## config.mk

```make
export PLATFORM = sky130hd
export DESIGN_NAME = slave_supervision
export DESIGN_NICKNAME = d
export VERILOG_FILES = /design/src/supervision_pkg.sv /design/src/lapse_timer.sv /design/src/slave_supervision.sv
export SDC_FILE = /design/constraint.sdc
export NUM_CORES = 1
export LEC_CHECK = 0
export BUFFER_PORTS_ARGS = -buffer_cell sky130_fd_sc_hd__buf_2
export CAP_MARGIN = 0
export CORE_MARGIN = 5
export CORE_UTILIZATION = 60
export DETAILED_ROUTE_END_ITERATION = 10
export HOLD_SLACK_MARGIN = 0.1
export PLACE_DENSITY = 0.85
export SLEW_MARGIN = 30
export SYNTH_ARGS = -nofsm -noshare
export SYNTH_HDL_FRONTEND = slang
export SYNTH_HIERARCHICAL = 1
export SYNTH_SLANG_ARGS = --single-unit
```

## constraint.sdc

```tcl
create_clock -name ref_clk -period 5.5 [get_ports ref_clk]
set_input_delay 1.1 -clock ref_clk [delete_from_list [all_inputs] [get_ports ref_clk]]
set_output_delay 1.1 -clock ref_clk [all_outputs]
set_load 0.02 [all_outputs]
```

## src/supervision_pkg.sv

```systemverilog
// Shared constants for the slave supervision block: status layout,
// watchdog timing and profile codes.
// Assumes a single 10 MHz system clock and a synchronous active-high reset.
package supervision_pkg;

  // ****************************************
  // Clock and timing
  // ****************************************
  localparam int CLK_KHZ = 10000;
  // No-exchange window, printed figure in microseconds
  localparam int COMM_TIMEOUT_US = 40960;
  // Toggle supervision window, printed figure in milliseconds
  localparam int TOGGLE_TIMEOUT_MS = 327;
  // Strictly more than the window, so one cycle past the exact count
  localparam int COMM_TIMEOUT_CYC = (COMM_TIMEOUT_US * (CLK_KHZ / 1000)) + 1;
  localparam int TOGGLE_TIMEOUT_CYC = (TOGGLE_TIMEOUT_MS * CLK_KHZ) + 1;
  localparam int TIMER_W = 22;

  // ****************************************
  // Status word layout
  // ****************************************
  localparam int ST_VOLATILE_BIT = 0;
  localparam int ST_PARITY_BIT = 1;
  localparam int ST_UNUSED_BIT = 2;
  localparam int ST_CORRUPT_BIT = 3;
  localparam logic [3:0] STATUS_RESET = 4'h0;

  // ****************************************
  // Addresses and profile codes
  // ****************************************
  localparam logic [4:0] ADDR_NONE = 5'h00;
  localparam logic [3:0] NIBBLE_PROFILE_CODE = 4'hA;
  localparam int AB_SELECT_BIT = 3;
  localparam logic [3:0] NIBBLE_ZERO = 4'h0;

  // ****************************************
  // Communication monitor states
  // ****************************************
  typedef enum logic [1:0] {
    MON_OFF = 2'b00,
    MON_RUN = 2'b01,
    MON_LAPSED = 2'b10
  } monitor_state_t;

endpackage

```

## src/lapse_timer.sv

```systemverilog
// Restartable lapse counter used by both watchdogs.
// Assumes restart and enable come from logic on the same clock.
`timescale 1ns/1ps
`default_nettype none
module lapse_timer #(
  parameter int LIMIT = 1000
) (
  // Clock and reset
  input wire logic ref_clk,
  input wire logic rst,
  // Control
  input wire logic enable,
  input wire logic restart,
  // Result
  output logic expired
);
  import supervision_pkg::*;

  logic [TIMER_W-1:0] count_r, count_nxt;
  logic expired_r, expired_nxt;

  localparam logic [TIMER_W-1:0] LAST = TIMER_W'(LIMIT - 1);

  always_comb begin
    count_nxt = count_r;
    expired_nxt = 1'b0;
    if (!enable || restart) begin
      count_nxt = '0;
    end else if (count_r == LAST) begin
      // Fires once, then restarts so a held-off reaction repeats
      expired_nxt = 1'b1;
      count_nxt = '0;
    end else begin
      count_nxt = count_r + TIMER_W'(1);
    end
  end

  always_ff @(posedge ref_clk) begin
    if (rst) begin
      count_r <= '0;
      expired_r <= 1'b0;
    end else begin
      count_r <= count_nxt;
      expired_r <= expired_nxt;
    end
  end

  assign expired = expired_r;
endmodule
`default_nettype wire

```

## src/slave_supervision.sv

```systemverilog
// Slave supervision: status word, communication monitor / watchdog,
// nibble toggle watchdog and write protection of profile extension one.
// Assumes request strobes are one-cycle pulses from the protocol engine on
// ref_clk; the parameter port bit arrives from a pin and is synchronised.
//
// Behaviour
// - Status bit zero: volatile address or busy
// - Set after delete-address nonzero; held during writes
// - Status bit one: firmware area parity error
// - Status bit two always reads zero
// - Status bit three: memory content corrupted
// - Status word returned on read-status request
// - Outside watchdog mode, silence past 40.960 ms flags, lights LED
// - Data or parameter traffic restarts, LED off
// - Monitor starts on parameter write, address nonzero
// - Reset or delete-address deactivates the monitor
// - Watchdog mode from flag or port bit
// - Watchdog timeout resets outputs, blocks, reinitialises
// - Data refused until next parameter write
// - Toggle watchdog enabled by first data output
// - Toggle watchdog only in nibble mode
// - No toggle for 327 ms: full reset
// - Locked: reply from locked copy
// - Extended mode keeps user bit three
// - Locked mismatching write ignored, no reply
// - Unlocked: reply entirely from user register
// - Unlocked writes answered and start memory write
`timescale 1ns/1ps
`default_nettype none
module slave_supervision #(
  parameter int COMM_LIMIT = supervision_pkg::COMM_TIMEOUT_CYC,
  parameter int TOGGLE_LIMIT = supervision_pkg::TOGGLE_TIMEOUT_CYC
) (
  // Clock and reset
  input wire logic ref_clk,
  input wire logic rst,
  // Decoded master requests, one-cycle pulses
  input wire logic read_status_call,
  input wire logic delete_address_call,
  input wire logic data_exchange_call,
  input wire logic write_param_call,
  input wire logic data_output_event,
  input wire logic toggle_supervised_bit,
  input wire logic read_ext_one_call,
  input wire logic write_ext_one_call,
  input wire logic [3:0] write_ext_one_data,
  input wire logic address_stored_event,
  // Configuration and memory state
  input wire logic [4:0] slave_address,
  input wire logic address_volatile,
  input wire logic nvm_write_busy,
  input wire logic firmware_parity_fault,
  input wire logic nvm_corrupt,
  input wire logic watchdog_enable_flag,
  input wire logic port0_watchdog_select,
  input wire logic ext_addr_mode,
  input wire logic ext_addr_nibble_mode,
  input wire logic [3:0] profile_code,
  input wire logic ext_code_lock_flag,
  input wire logic [3:0] locked_extension_one_copy,
  input wire logic [3:0] profile_extension_one,
  // Pin
  input wire logic parameter_port_bit_zero,
  // Status reply
  output logic status_reply_valid,
  output logic [3:0] slave_status_word,
  // Extension code reply and memory write
  output logic ext_one_reply_valid,
  output logic [3:0] ext_one_reply,
  output logic nvm_write_start,
  output logic [3:0] nvm_write_data,
  // Supervision
  output logic red_status_led,
  output logic no_exchange_flag,
  output logic watchdog_reset,
  output logic data_exchange_blocked,
  output logic data_exchange_accept,
  output logic toggle_watchdog_armed
);
  import supervision_pkg::*;

  // ****************************************
  // Pin synchroniser
  // ****************************************
  logic p0_meta_r, p0_sync_r;

  always_ff @(posedge ref_clk) begin
    if (rst) begin
      p0_meta_r <= 1'b0;
      p0_sync_r <= 1'b0;
    end else begin
      p0_meta_r <= parameter_port_bit_zero;
      p0_sync_r <= p0_meta_r;
    end
  end

  // ****************************************
  // Common terms
  // ****************************************
  logic addr_valid;
  logic wd_mode;
  logic comm_expired;
  logic toggle_expired;
  logic wd_fire;
  logic data_taken;
  logic traffic;
  logic data_exchange_blocked_r;

  assign addr_valid = (slave_address != ADDR_NONE);
  assign wd_mode = watchdog_enable_flag | (port0_watchdog_select & p0_sync_r);
  // Blocked data exchanges are refused and do not feed the monitor
  assign data_taken = data_exchange_call & ~data_exchange_blocked_r;
  assign traffic = data_taken | write_param_call;

  // ****************************************
  // Status word
  // ****************************************
  logic delete_address_call_volatile_r, delete_address_call_volatile_nxt;
  logic status_valid_r, status_valid_nxt;
  logic [3:0] status_r, status_nxt;
  logic write_pending;

  always_comb begin
    delete_address_call_volatile_nxt = delete_address_call_volatile_r;
    // Clear first so a same-cycle delete-address wins
    if (address_stored_event) begin
      delete_address_call_volatile_nxt = 1'b0;
    end
    if (delete_address_call && addr_valid) begin
      delete_address_call_volatile_nxt = 1'b1;
    end
  end

  always_comb begin
    status_valid_nxt = read_status_call;
    status_nxt = status_r;
    if (read_status_call) begin
      status_nxt = STATUS_RESET;
      status_nxt[ST_VOLATILE_BIT] = delete_address_call_volatile_r | address_volatile | write_pending;
      status_nxt[ST_PARITY_BIT] = firmware_parity_fault;
      status_nxt[ST_UNUSED_BIT] = 1'b0;
      status_nxt[ST_CORRUPT_BIT] = nvm_corrupt;
    end
  end

  always_ff @(posedge ref_clk) begin
    if (rst) begin
      delete_address_call_volatile_r <= 1'b0;
      status_valid_r <= 1'b0;
      status_r <= STATUS_RESET;
    end else begin
      delete_address_call_volatile_r <= delete_address_call_volatile_nxt;
      status_valid_r <= status_valid_nxt;
      status_r <= status_nxt;
    end
  end

  // ****************************************
  // Communication monitor
  // ****************************************
  monitor_state_t mon_r, mon_nxt;
  logic led_r, led_nxt;

  always_comb begin
    mon_nxt = mon_r;
    case (mon_r)
      MON_OFF: begin
        if (write_param_call && addr_valid) begin
          mon_nxt = MON_RUN;
        end
      end
      MON_RUN: begin
        if (comm_expired && !traffic) begin
          mon_nxt = MON_LAPSED;
        end
      end
      MON_LAPSED: begin
        if (traffic) begin
          mon_nxt = MON_RUN;
        end
      end
      default: begin
        mon_nxt = MON_OFF;
      end
    endcase
    // Watchdog reset is a full IC reset and ends supervision too
    if (delete_address_call || wd_fire) begin
      mon_nxt = MON_OFF;
    end
  end

  always_comb begin
    led_nxt = (mon_nxt == MON_LAPSED);
  end

  always_ff @(posedge ref_clk) begin
    if (rst) begin
      mon_r <= MON_OFF;
      led_r <= 1'b0;
    end else begin
      mon_r <= mon_nxt;
      led_r <= led_nxt;
    end
  end

  // Counts ref_clk cycles; limit is derived from the clock rate
  lapse_timer #(
    .LIMIT(COMM_LIMIT)
  ) comm_timer (
    .ref_clk(ref_clk),
    .rst(rst),
    .enable(mon_r == MON_RUN),
    .restart(traffic),
    .expired(comm_expired)
  );

  // ****************************************
  // Toggle watchdog
  // ****************************************
  logic toggle_en_r, toggle_en_nxt;
  logic last_toggle_r, last_toggle_nxt;
  logic toggle_active;
  logic toggle_seen;

  assign toggle_active = toggle_en_r & ext_addr_nibble_mode
                         & (profile_code == NIBBLE_PROFILE_CODE) & wd_mode;
  assign toggle_seen = data_output_event & (toggle_supervised_bit != last_toggle_r);

  always_comb begin
    toggle_en_nxt = toggle_en_r;
    last_toggle_nxt = last_toggle_r;
    if (data_output_event) begin
      last_toggle_nxt = toggle_supervised_bit;
      if (addr_valid) begin
        toggle_en_nxt = 1'b1;
      end
    end
    if (delete_address_call || wd_fire) begin
      toggle_en_nxt = 1'b0;
    end
  end

  always_ff @(posedge ref_clk) begin
    if (rst) begin
      toggle_en_r <= 1'b0;
      last_toggle_r <= 1'b0;
    end else begin
      toggle_en_r <= toggle_en_nxt;
      last_toggle_r <= last_toggle_nxt;
    end
  end

  // The enabling event itself starts a fresh window
  lapse_timer #(
    .LIMIT(TOGGLE_LIMIT)
  ) toggle_timer (
    .ref_clk(ref_clk),
    .rst(rst),
    .enable(toggle_active),
    .restart(toggle_seen | (data_output_event & ~toggle_en_r)),
    .expired(toggle_expired)
  );

  // ****************************************
  // Watchdog reset and data blocking
  // ****************************************
  logic wd_reset_r, wd_reset_nxt;
  logic blocked_r, blocked_nxt;
  logic accept_r, accept_nxt;

  assign wd_fire = (comm_expired & (mon_r == MON_RUN) & ~traffic & wd_mode)
                   | (toggle_expired & toggle_active);
  assign data_exchange_blocked_r = blocked_r;

  always_comb begin
    wd_reset_nxt = wd_fire;
    blocked_nxt = blocked_r;
    if (write_param_call) begin
      blocked_nxt = 1'b0;
    end
    // Set wins over a same-cycle parameter write
    if (wd_fire) begin
      blocked_nxt = 1'b1;
    end
    accept_nxt = data_taken;
  end

  always_ff @(posedge ref_clk) begin
    if (rst) begin
      wd_reset_r <= 1'b0;
      blocked_r <= 1'b0;
      accept_r <= 1'b0;
    end else begin
      wd_reset_r <= wd_reset_nxt;
      blocked_r <= blocked_nxt;
      accept_r <= accept_nxt;
    end
  end

  // ****************************************
  // Profile extension one protection
  // ****************************************
  logic ext_valid_r, ext_valid_nxt;
  logic [3:0] ext_reply_r, ext_reply_nxt;
  logic wr_start_r, wr_start_nxt;
  logic [3:0] wr_data_r, wr_data_nxt;
  logic [3:0] protect_mask;
  logic write_ok;

  // In extended mode bit three is the user's A/B selector
  always_comb begin
    protect_mask = 4'hF;
    if (ext_addr_mode) begin
      protect_mask[AB_SELECT_BIT] = 1'b0;
    end
  end

  assign write_ok = !ext_code_lock_flag
                    || (((write_ext_one_data ^ locked_extension_one_copy) & protect_mask) == NIBBLE_ZERO);
  assign write_pending = wr_start_r | nvm_write_busy;

  always_comb begin
    ext_valid_nxt = 1'b0;
    ext_reply_nxt = ext_reply_r;
    wr_start_nxt = 1'b0;
    wr_data_nxt = wr_data_r;
    if (read_ext_one_call) begin
      ext_valid_nxt = 1'b1;
      if (ext_code_lock_flag) begin
        ext_reply_nxt = (locked_extension_one_copy & protect_mask)
                        | (profile_extension_one & ~protect_mask);
      end else begin
        ext_reply_nxt = profile_extension_one;
      end
    end else if (write_ext_one_call && write_ok) begin
      ext_valid_nxt = 1'b1;
      ext_reply_nxt = write_ext_one_data;
      wr_start_nxt = 1'b1;
      wr_data_nxt = write_ext_one_data;
    end
  end

  always_ff @(posedge ref_clk) begin
    if (rst) begin
      ext_valid_r <= 1'b0;
      ext_reply_r <= NIBBLE_ZERO;
      wr_start_r <= 1'b0;
      wr_data_r <= NIBBLE_ZERO;
    end else begin
      ext_valid_r <= ext_valid_nxt;
      ext_reply_r <= ext_reply_nxt;
      wr_start_r <= wr_start_nxt;
      wr_data_r <= wr_data_nxt;
    end
  end

  // ****************************************
  // Outputs
  // ****************************************
  assign status_reply_valid = status_valid_r;
  assign slave_status_word = status_r;
  assign ext_one_reply_valid = ext_valid_r;
  assign ext_one_reply = ext_reply_r;
  assign nvm_write_start = wr_start_r;
  assign nvm_write_data = wr_data_r;
  assign red_status_led = led_r;
  assign no_exchange_flag = led_r;
  assign watchdog_reset = wd_reset_r;
  assign data_exchange_blocked = blocked_r;
  assign data_exchange_accept = accept_r;
  assign toggle_watchdog_armed = toggle_en_r;
endmodule
`default_nettype wire

```

# Word-level counts from Yosys, hierarchy flattened
# Cells that the tools add are included.
dict set report word_totals {
  register_bits 71
  latch_bits 0
  mem_bits_rw 0
  rom_bits 0
  input_bits 42
  out_inout_bits 21
  word_cells 100
  mem_count 0
}
dict set report op_classes {
  n_addsub 2
  mul 0
  n_div 0
  n_lt_le_gt_ge 0
  eq_ne 7
  shift 0
  mux 17
  bitwise_logic 28
  n_reduce_logical 26
}
# op n
set op_table {}
lappend op_table {{adder 22 x 1 -> 22 bit, second input constant} 2}
lappend op_table {{equality test 22 x 19 -> 1 bit, second input constant} 1}
lappend op_table {{equality test 22 bit, second input constant} 1}
lappend op_table {{bitwise AND 4 bit} 3}
lappend op_table {{two-way mux 4 bit} 3}
lappend op_table {{bitwise AND 1 bit} 11}
lappend op_table {{two-way mux 1 bit} 9}
lappend op_table {{two-way mux 2 bit} 4}
lappend op_table {{OR reduction 2 bit} 4}
lappend op_table {{OR 1 bit} 7}
lappend op_table {{one-hot mux 2 bit (3 select lines)} 1}
lappend op_table {{nonzero test 2 bit} 3}
lappend op_table {{OR reduction 3 bit} 2}
lappend op_table {{nonzero test 5 bit} 1}
lappend op_table {{equality test 2 bit, second input constant} 2}
lappend op_table {{equality test 4 bit, second input constant} 1}
lappend op_table {{logical AND 1 bit} 4}
lappend op_table {{zero test 1 bit} 4}
lappend op_table {{zero test 4 bit} 1}
lappend op_table {{logical OR 1 bit} 4}
lappend op_table {{inverter 1 bit} 4}
lappend op_table {{inverter 4 bit} 1}
lappend op_table {{OR 4 bit} 1}
lappend op_table {{AND reduction 2 bit} 2}
lappend op_table {{other kinds (4)} 4}

# Depth between registers and ports, before layout
# Gate-level depths: netlist of the first run.
dict set report logic_depth {
  depth_word 10
  mapped_depth 7
}

# By module
# Netlist of the first run, hierarchy kept.
# module instances cells_each area_each_um2 seq_area_each_um2
set modules_own_cells {}
lappend modules_own_cells {slave_supervision 1 128 1192.4 500.5}
lappend modules_own_cells {{lapse_timer (toggle_timer)} 1 131 1156.1 460.4}
lappend modules_own_cells {{lapse_timer (comm_timer)} 1 127 1094.8 460.4}

# Worst setup path before layout of the first run
# No wires, ideal clock.
dict set report synth_timing {
  path_type {input -> register}
  startpoint {input profile_code[2]}
  endpoint {register toggle_timer.count_r[19]}
  setup_ns 0.070
  t_arrival_ns 2.276
  slack_ns 3.154
  stages 7
  cell_sequence {and4bb_2 nand3_1 nor2_1 nor3b_1 o31ai_4 buf_4 a21oi_1}
}
dict set report synth_between {
  elab_chain_len 6
}
# element line
set synth_rtl {}
lappend synth_rtl {{start: declaration} slave_supervision.sv:58} ;# input wire logic [3:0] profile_code,
lappend synth_rtl {{equality test 4 bit} slave_supervision.sv:226} ;# & (profile_code == NIBBLE_PROFILE_CODE) & wd_mode;
lappend synth_rtl {{bitwise AND 1 bit (2 in a row)} slave_supervision.sv:226}
lappend synth_rtl {{via toggle_active} slave_supervision.sv:222} ;# logic toggle_active;
lappend synth_rtl {{zero test 1 bit} lapse_timer.sv:27} ;# if (!enable || restart) begin
lappend synth_rtl {{logical OR 1 bit} lapse_timer.sv:27}
lappend synth_rtl {{OR reduction 3 bit (no line)} -}
lappend synth_rtl {{end signal: assignment} lapse_timer.sv:43} ;# count_r <= count_nxt;
lappend synth_rtl {{end: declaration} lapse_timer.sv:19} ;# logic [TIMER_W-1:0] count_r, count_nxt;
# The timed path passes the listed nets, and every way through them passes these cells.
# A chain may end at the register's enable or synchronous reset.

# Final worst setup path of the first run
# Same ends and word-level chain as after synthesis.

==> results.yml, run 1 <==
status:
  outcome: "completed"
power:
  power_frac_clock_pct: 43.3
  peakVddDrop_v: 0.000199
  switching_share_pct: 22.6
  seq_power_share_pct: 49.7
  powerDensity_nw_per_um2: 267
  leakagePower_nw: 1.47
  p_switching_mw: 0.240
  internal_power_mw: 0.822
  p_comb_share_pct: 7.1
placement:
  hpwlAfterDp_um: 5270
  placed_cell_area_um2: 3750
  gp_congestion: 0.842
  dp.cells: 503
  io_buffers: 61
  place_ws_ns: 2.85
clock_tree:
  htree_levels: 3
  cts_sinks: 71
  cts_resized: 0
  tritoncts: "done"
  cts-root-buf: "clkbuf_8"
  post-cts-setup-buffers: 0
  hold_buffers: 0
  cts_buffer_depth: 2
  insertion_delay_ns: 0.35
  clk_pin_slew_ns: 0.07
  numCtsBuffers: 9
sta:
  max_slew_margin_pct: 39.5
  worst_slack_ns: 3.21
  tns_ns: 0
  tightestPinTransition_ns: 0.907
  min_period_ns: 2.29
  setup_viol_count_final: 0
  drv_slew: 0
  skew_ns: 0.00938
  final.period_utilization_pct: 41.6
  hold_viol_final: 0
  fmaxAchievable_mhz: 437
  rsz0062_at_grt: "false"
floorplan:
  die_y_um: 85.8
  start_util_pct: 62.1
  die_w_um: 85.8
  dieArea_um2: 7350
  rows: 27
  core_um2: 5540
  ios: 63
routing:
  drt_iter0_markers: 196
  route.detailed.drc: 0
  drtPass1Iterations: 4
  viasPerCell: 5.69
  drt-total-wl_um: 7710
  wl_per_cell_um: 14.9
  postRouteAntennaNets: 0
  vias: 2952
synthesis:
  synthTopCellsByArea: "dfxtp_1 41%, nor2_1 5.7%, mux2i_1 4.4%"
  ys_seq_area_share_pct: 41.3
  synth_top_area_share_pct: 41.3
  yosysTopAreaCell: "dfxtp_1"
  synth_most_common_cell: "dfxtp_1"
  avgSynthCellArea_um2: 8.92
  synth-seq-cells: 71
  synth_ff_type: "dfxtp_1"
  synth_edf_count: 0
  syn_inst: 386
  syn_area_um2: 3440
  synth_nets: 432
  synthArstFlopShare_pct: 0
  yosysUniqueCellTypes: 51
  yosysWarnings: 6
  ys_top_cells_by_count: "71 x dfxtp_1, 52 x nor2_1, 22 x nand3_1, 17 x nand2_1"
global_routing:
  overflow: 0
  grt_pass1_wl_um: 13000
  grt_usage_pct: 22.3
  grt_pass1_vias: 2822
  antenna_found_initial: 0
  grt_max_degree: 33
worst_hold_path:
  min_to: "p0_sync_r"
  min_path_cells: 1
  hold_path.startpoint: "p0_meta_r"
  hold_path_class: "register to register"
final_layout:
  final_cell_count_no_fill: 519
  drive_above_1_share_pct: 21.9
  n_antenna_cell: 0
  final_area_um2: 3970
  fill_cells: 392
  finalNetCount: 488
  area_growth_pct: 15.4
worst_setup_path:
  cpPeakStageDelay_ns: 0.37
  r2r_setup_slack_ns: 3.43
  r2r_end: "comm_timer/count_r[20]"
  crit_slowest_cell: "nor3b_1"
  critPathRequiredTime_ns: 5.78
  criticalPathCategory: "input port to register"
  cp-end-kind: "register"
  cp_cell_sequence: "buf_2 > and4bb_2 > nand3_1 > nor2_1 > nor3b_1 > o31ai_4 > a21oi_1"
  cp-start-kind: "input port"
  crit_family: "simple AND/OR/NAND/NOR gates"
  r2r_start: "comm_timer/count_r[0]"
  worst-r2r-cell-count: 5
  crit_buf_inv: 1
  path_max_fanout: 22
  cp_data_arrival_time_ns: 2.57
job:
  maxCapViolations: 0
==> layout make-up <==
type	instances	area [µm²]	area share [%]
inverters	14	52.6	1.32
clock buffers	10	138	3.46
well taps	72	90.1	2.27
flip-flops and latches	71	1420	35.8
clock inverters	6	83.8	2.11
repair buffers	62	313	7.87
multi-input cells	284	1880	47.2
==> metal layers <==
| metal | global-route usage (%) | up-vias | wire length [µm] |
|---|---|---|---|
| met5 | 0 | - | 0 |
| met4 | 10.5 | 0 | 153 |
| met3 | 6.15 | 12 | 529 |
| met2 | 36.9 | 82 | 3670 |
| met1 | 26.7 | 1387 | 3360 |
| li1 | - | 1471 | - |
==> flip-flops by register name, indices dropped and copies added (netlist names), 2 cells and up <==
| signal | cells |
|---|---|
| toggle_timer/count_r | 22 |
| slave_status_word | 3 |
| nvm_write_data | 4 |
| comm_timer/count_r | 22 |
| mon_r | 2 |
| ext_one_reply | 4 |
==> cells by family after synthesis <==
| logic type | after synthesis | share of synthesized area, % |
|---|---|---|
| and+or+nand+nor | 187 | 31.0 |
| DFF | 71 | 41.3 |
| AOI/OAI and AO/OA | 45 | 9.30 |
| xor gates and xnor gates | 32 | 8.14 |
| buffers and inverters | 31 | 4.40 |
| muxes | 15 | 4.36 |
| adders and majority gates | 4 | 1.45 |
| other | 1 | 0.109 |
==> power groups by stage <==
stage | Sequential [mW] | Combinational, mW | Clock, mW
finish | 0.528 | 0.0751 | 0.460
global route | 0.529 | 0.0820 | 0.496
CTS | 0.528 | 0.0754 | 0.469
detailed placement | 0.540 | 0.0736 | 0
global placement | 0.539 | 0.0717 | 0
floorplan | 0.549 | 0.0344 | 0
==> how the worst max path moves through the flow <==
stage / startpoint / to / slack (ns) / depth (start not counted)
floorplan: profile_code[2] / toggle_timer/count_r[19] / 3.15 / 7
global placement: profile_code[2] / toggle_timer/count_r[19] / 2.95 / 7
detailed placement: profile_code[2] / toggle_timer/count_r[19] / 2.85 / 7
CTS: profile_code[2] / toggle_timer/count_r[14] / 3.22 / 7
global route: profile_code[2] / toggle_timer/count_r[15] / 3.05 / 7
finish: profile_code[2] / toggle_timer/count_r[19] / 3.21 / 7
==> worst reg2reg max path, stage by stage (launching register included) <==
cell and delay (ns):
dfxtp_1 0.43, ha_1 0.27, nand3_1 0.22, or4b_4 0.59, or3_1 0.32, a21oi_1 0.17
==> cells in the final DEF, fill, tap and decap left out, drive strengths merged, types with 3 or more instances in the layout <==
| master | n |
|---|---|
| xnor2 | 16 |
| o21ai | 8 |
| and3 | 4 |
| nor2b | 9 |
| o31ai | 7 |
| nor2 | 52 |
| clkinv | 4 |
| xor2 | 16 |
| or3 | 10 |
| clkbuf | 10 |
| mux2i | 15 |
| nor3 | 10 |
| nand3 | 22 |
| nand2b | 15 |
| and4 | 4 |
| dfxtp | 71 |
| ha | 4 |
| or4 | 6 |
| and2 | 3 |
| nor4 | 12 |
| buf | 62 |
| a211o | 4 |
| inv | 14 |
| nand2 | 17 |
| nand4 | 12 |
| a21oi | 18 |
==> through the flow <==
stage / utilization, % / total power [mW] / hold slack, ns
3_5_place_dp: 67.7 / 0.613 / 0.428
2_1_floorplan: - / 0.583 / 0.414
4_1_cts: 71.7 / 1.07 / 0.444
6_report: 71.7 / 1.06 / 0.441
5_1_grt: 71.7 / 1.11 / 0.467
3_3_place_gp: 67.7 / 0.611 / 0.419
No activity file was read; power rests on OpenSTA's default activity.
==> run 2, diff against run 1 <==
--- a/config.mk
+++ b/config.mk
@@ -5,13 +5,14 @@
 export SDC_FILE = /design/constraint.sdc
 export NUM_CORES = 1
 export LEC_CHECK = 0
+export ABC_AREA = 1
 export BUFFER_PORTS_ARGS = -buffer_cell sky130_fd_sc_hd__buf_2
 export CAP_MARGIN = 0
 export CORE_MARGIN = 5
-export CORE_UTILIZATION = 60
+export CORE_UTILIZATION = 56
 export DETAILED_ROUTE_END_ITERATION = 10
 export HOLD_SLACK_MARGIN = 0.1
-export PLACE_DENSITY = 0.85
+export PLACE_DENSITY = 0.8
 export SLEW_MARGIN = 30
 export SYNTH_ARGS = -nofsm -noshare
 export SYNTH_HDL_FRONTEND = slang
==> constraint.sdc (replaced) <==
create_clock -name ref_clk -period 2.3 [get_ports ref_clk]
set_input_delay 0.46 -clock ref_clk [delete_from_list [all_inputs] [get_ports ref_clk]]
set_output_delay 0.46 -clock ref_clk [all_outputs]
set_load 0.02 [all_outputs]
==> run 2 against run 1 <==
Synthesized area increased by 5.5%. Critical path depth unchanged. Utilization decreased by 5.7 points. Highest routed layer unchanged.
==> results.yml, run 2 <==
synthesis:
  yosysUniqueCellTypes: 38
  synth_top_area_share_pct: 39.1
  ys_top_cells_by_count: "118 x nor2_1, 105 x nand2_1, 71 x dfxtp_1, 55 x inv_1, 32 x nand3_1"
  synth-seq-cells: 71
  synthArstFlopShare_pct: 0
  synth_ff_type: "dfxtp_1"
  syn_inst: 518
  yosysTopAreaCell: "dfxtp_1"
  synthTopCellsByArea: "dfxtp_1 39%, nor2_1 12%, nand2_1 11%"
  syn_area_um2: 3630
  yosysWarnings: 6
  synth_nets: 564
  avgSynthCellArea_um2: 7.01
  synth_most_common_cell: "nor2_1"
  ys_seq_area_share_pct: 39.1
  synth_edf_count: 0
power:
  p_switching_mw: 0.569
  internal_power_mw: 1.85
  p_comb_share_pct: 7.3
  leakagePower_nw: 1.70
  seq_power_share_pct: 52.2
  switching_share_pct: 23.5
  powerDensity_nw_per_um2: 579
  power_frac_clock_pct: 40.4
  peakVddDrop_v: 0.000433
routing:
  drt_iter0_markers: 175
  wl_per_cell_um: 12.0
  viasPerCell: 5.08
  drtPass1Iterations: 4
  postRouteAntennaNets: 0
  drt-total-wl_um: 7960
  vias: 3371
  route.detailed.drc: 0
final_layout:
  fill_cells: 568
  n_antenna_cell: 0
  multi_input_area_um2: 1950
  reg_top3: "comm_timer/count_r: 22 flops, toggle_timer/count_r: 22 flops"
  layout_common_cells: "118 x nor2_1, 105 x nand2_1, 71 x dfxtp_1, 61 x buf_2, 55 x inv_1"
  final_common_cell: "nor2_1"
  drive_above_1_share_pct: 18.7
  ff_latch_area_um2: 1420
  area_growth_pct: 14.8
  finalNetCount: 629
  final_core_util_pct: 66.1
worst_hold_path:
  hold_path.startpoint: "parameter_port_bit_zero"
  min_path_cells: 3
  min_to: "p0_meta_r"
  hold_path_class: "input port to register"
clock_tree:
  cts_buffer_depth: 2
  cts_sinks: 71
  clk_pin_slew_ns: 0.07
  cts_resized: 0
  numCtsBuffers: 9
  htree_levels: 3
  tritoncts: "done"
  insertion_delay_ns: 0.34
  cts-root-buf: "clkbuf_8"
  post-cts-setup-buffers: 0
  hold_buffers: 0
global_routing:
  grt_max_degree: 20
  antenna_found_initial: 0
  overflow: 0
  grt_pass1_wl_um: 14000
  grt_pass1_vias: 3198
  grt_usage_pct: 20.2
worst_setup_path:
  crit_slowest_cell: "dfxtp_1"
  worst-r2r-cell-count: 7
  r2r_setup_slack_ns: 0.72
  criticalPathCategory: "register to register"
  cp-end-kind: "register"
  r2r_end: "toggle_timer/count_r[15]"
  r2r_start: "toggle_watchdog_armed"
  crit_family: "simple AND/OR/NAND/NOR gates"
  cp_data_arrival_time_ns: 1.85
  cp-start-kind: "register"
  cp_cell_sequence: "nand2_1 > nor2_1 > and3_1 > inv_1 > nor3_2 > nand2_4 > a21oi_1"
  crit_buf_inv: 1
  critPathRequiredTime_ns: 2.57
  cpPeakStageDelay_ns: 0.38
  path_max_fanout: 18
sta:
  final.period_utilization_pct: 68.8
  drv_slew: 0
  rsz0062_at_grt: "false"
  setup_viol_count_final: 0
  hold_viol_final: 0
  min_period_ns: 1.58
  skew_ns: 0.0101
  fmaxAchievable_mhz: 632
  worst_slack_ns: 0.717
  tns_ns: 0
floorplan:
  rows: 29
  core_um2: 6310
  start_util_pct: 57.5
  dieArea_um2: 8200
  die_w_um: 90.5
  ios: 63
  die_y_um: 90.5
placement:
  hpwlAfterDp_um: 6060
  io_buffers: 61
  place_ws_ns: 0.574
  gp_congestion: 0.846
status:
  outcome: "completed"
job:
  maxCapViolations: 0
-- run 2: changes by cell type after synthesis, sizes merged, moves of 9 or more --
| cell | before | now |
|---|---|---|
| a21oi | 18 | 27 |
| inv | 14 | 56 |
| mux2i | 15 | 0 |
| nand2 | 17 | 119 |
| nand2b | 15 | 0 |
| nand3 | 22 | 35 |
| nor2 | 52 | 131 |
| nor2b | 9 | 0 |
| nor4 | 12 | 0 |
| or3 | 10 | 0 |
-- run 2: area by class of cell --
type | count | share of cell area, %
Multi-Input combinational cell | 383 | 46.6
Sequential cell | 71 | 34.1
Timing Repair Buffer | 61 | 7.32
Inverter | 57 | 5.13
Clock buffer | 12 | 3.48
Tap cell | 77 | 2.31
Clock inverter | 3 | 1.05
-- run 2: logic make-up (layout without fill, tap and decap cells) --
kind of cell               Yosys count  count (layout)  synth area share (%)
adders and majority gates            4               4                  1.38
DFF                                 71              71                  39.1
xor gates and xnor gates            22              22                  5.31
AOI/OAI and AO/OA                   49              49                  7.34
other                                1               1                 0.103
buffers and inverters               64             133                  7.30
and+or+nand+nor                    307             307                  39.4
-- run 2: per-stage QoR --
stage	area, µm²	std cells	power (mW)	hold slack [ns]
after floorplan	3630	518	1.39	0.388
after global placement	3980	649	1.46	0.394
after detailed placement	3980	649	1.47	0.409
after CTS	4170	664	2.44	0.317
after global routing	4170	664	2.53	0.308
final	4170	664	2.42	0.329
-- run 2: worst reg2reg max path: cells and delay by family (launching register included) --
kind,cells,cell delay [ns]
AO/OA/AOI/OAI,1,0.16
buffers and inverters,1,0.06
flip-flops,1,0.38
AND/OR/NAND/NOR,5,0.92
-- run 2: routing by layer --
| layer | share of wire [%] | global-route usage [%] | vias to the layer above |
|---|---|---|---|
| li1 | - | - | 1759 |
| met1 | 44 | 24.6 | 1535 |
| met2 | 51 | 34.1 | 65 |
| met3 | 3.7 | 4.67 | 12 |
| met4 | 1.4 | 8.19 | 0 |
| met5 | 0 | 0 | - |
-- run 2: worst max path at each step --
stage,endpoint,cells after the start,slack [ns],start
finish,toggle_timer/count_r[15],7,0.72,toggle_watchdog_armed
global route,toggle_timer/count_r[15],7,0.57,toggle_watchdog_armed
CTS,toggle_timer/count_r[15],7,0.72,toggle_watchdog_armed
detailed placement,toggle_timer/count_r[15],8,0.57,ext_addr_nibble_mode
global placement,toggle_timer/count_r[14],8,0.61,ext_addr_nibble_mode
floorplan,toggle_timer/count_r[13],8,0.77,toggle_watchdog_armed
-- run 2: power by group through the flow --
stage | clock, mW | sequential [mW] | combinational [mW]
floorplan | 0 | 1.31 | 0.0810
global placement | 0 | 1.29 | 0.173
detailed placement | 0 | 1.29 | 0.177
CTS | 1.00 | 1.26 | 0.178
global route | 1.07 | 1.26 | 0.199
finish | 0.976 | 1.26 | 0.177
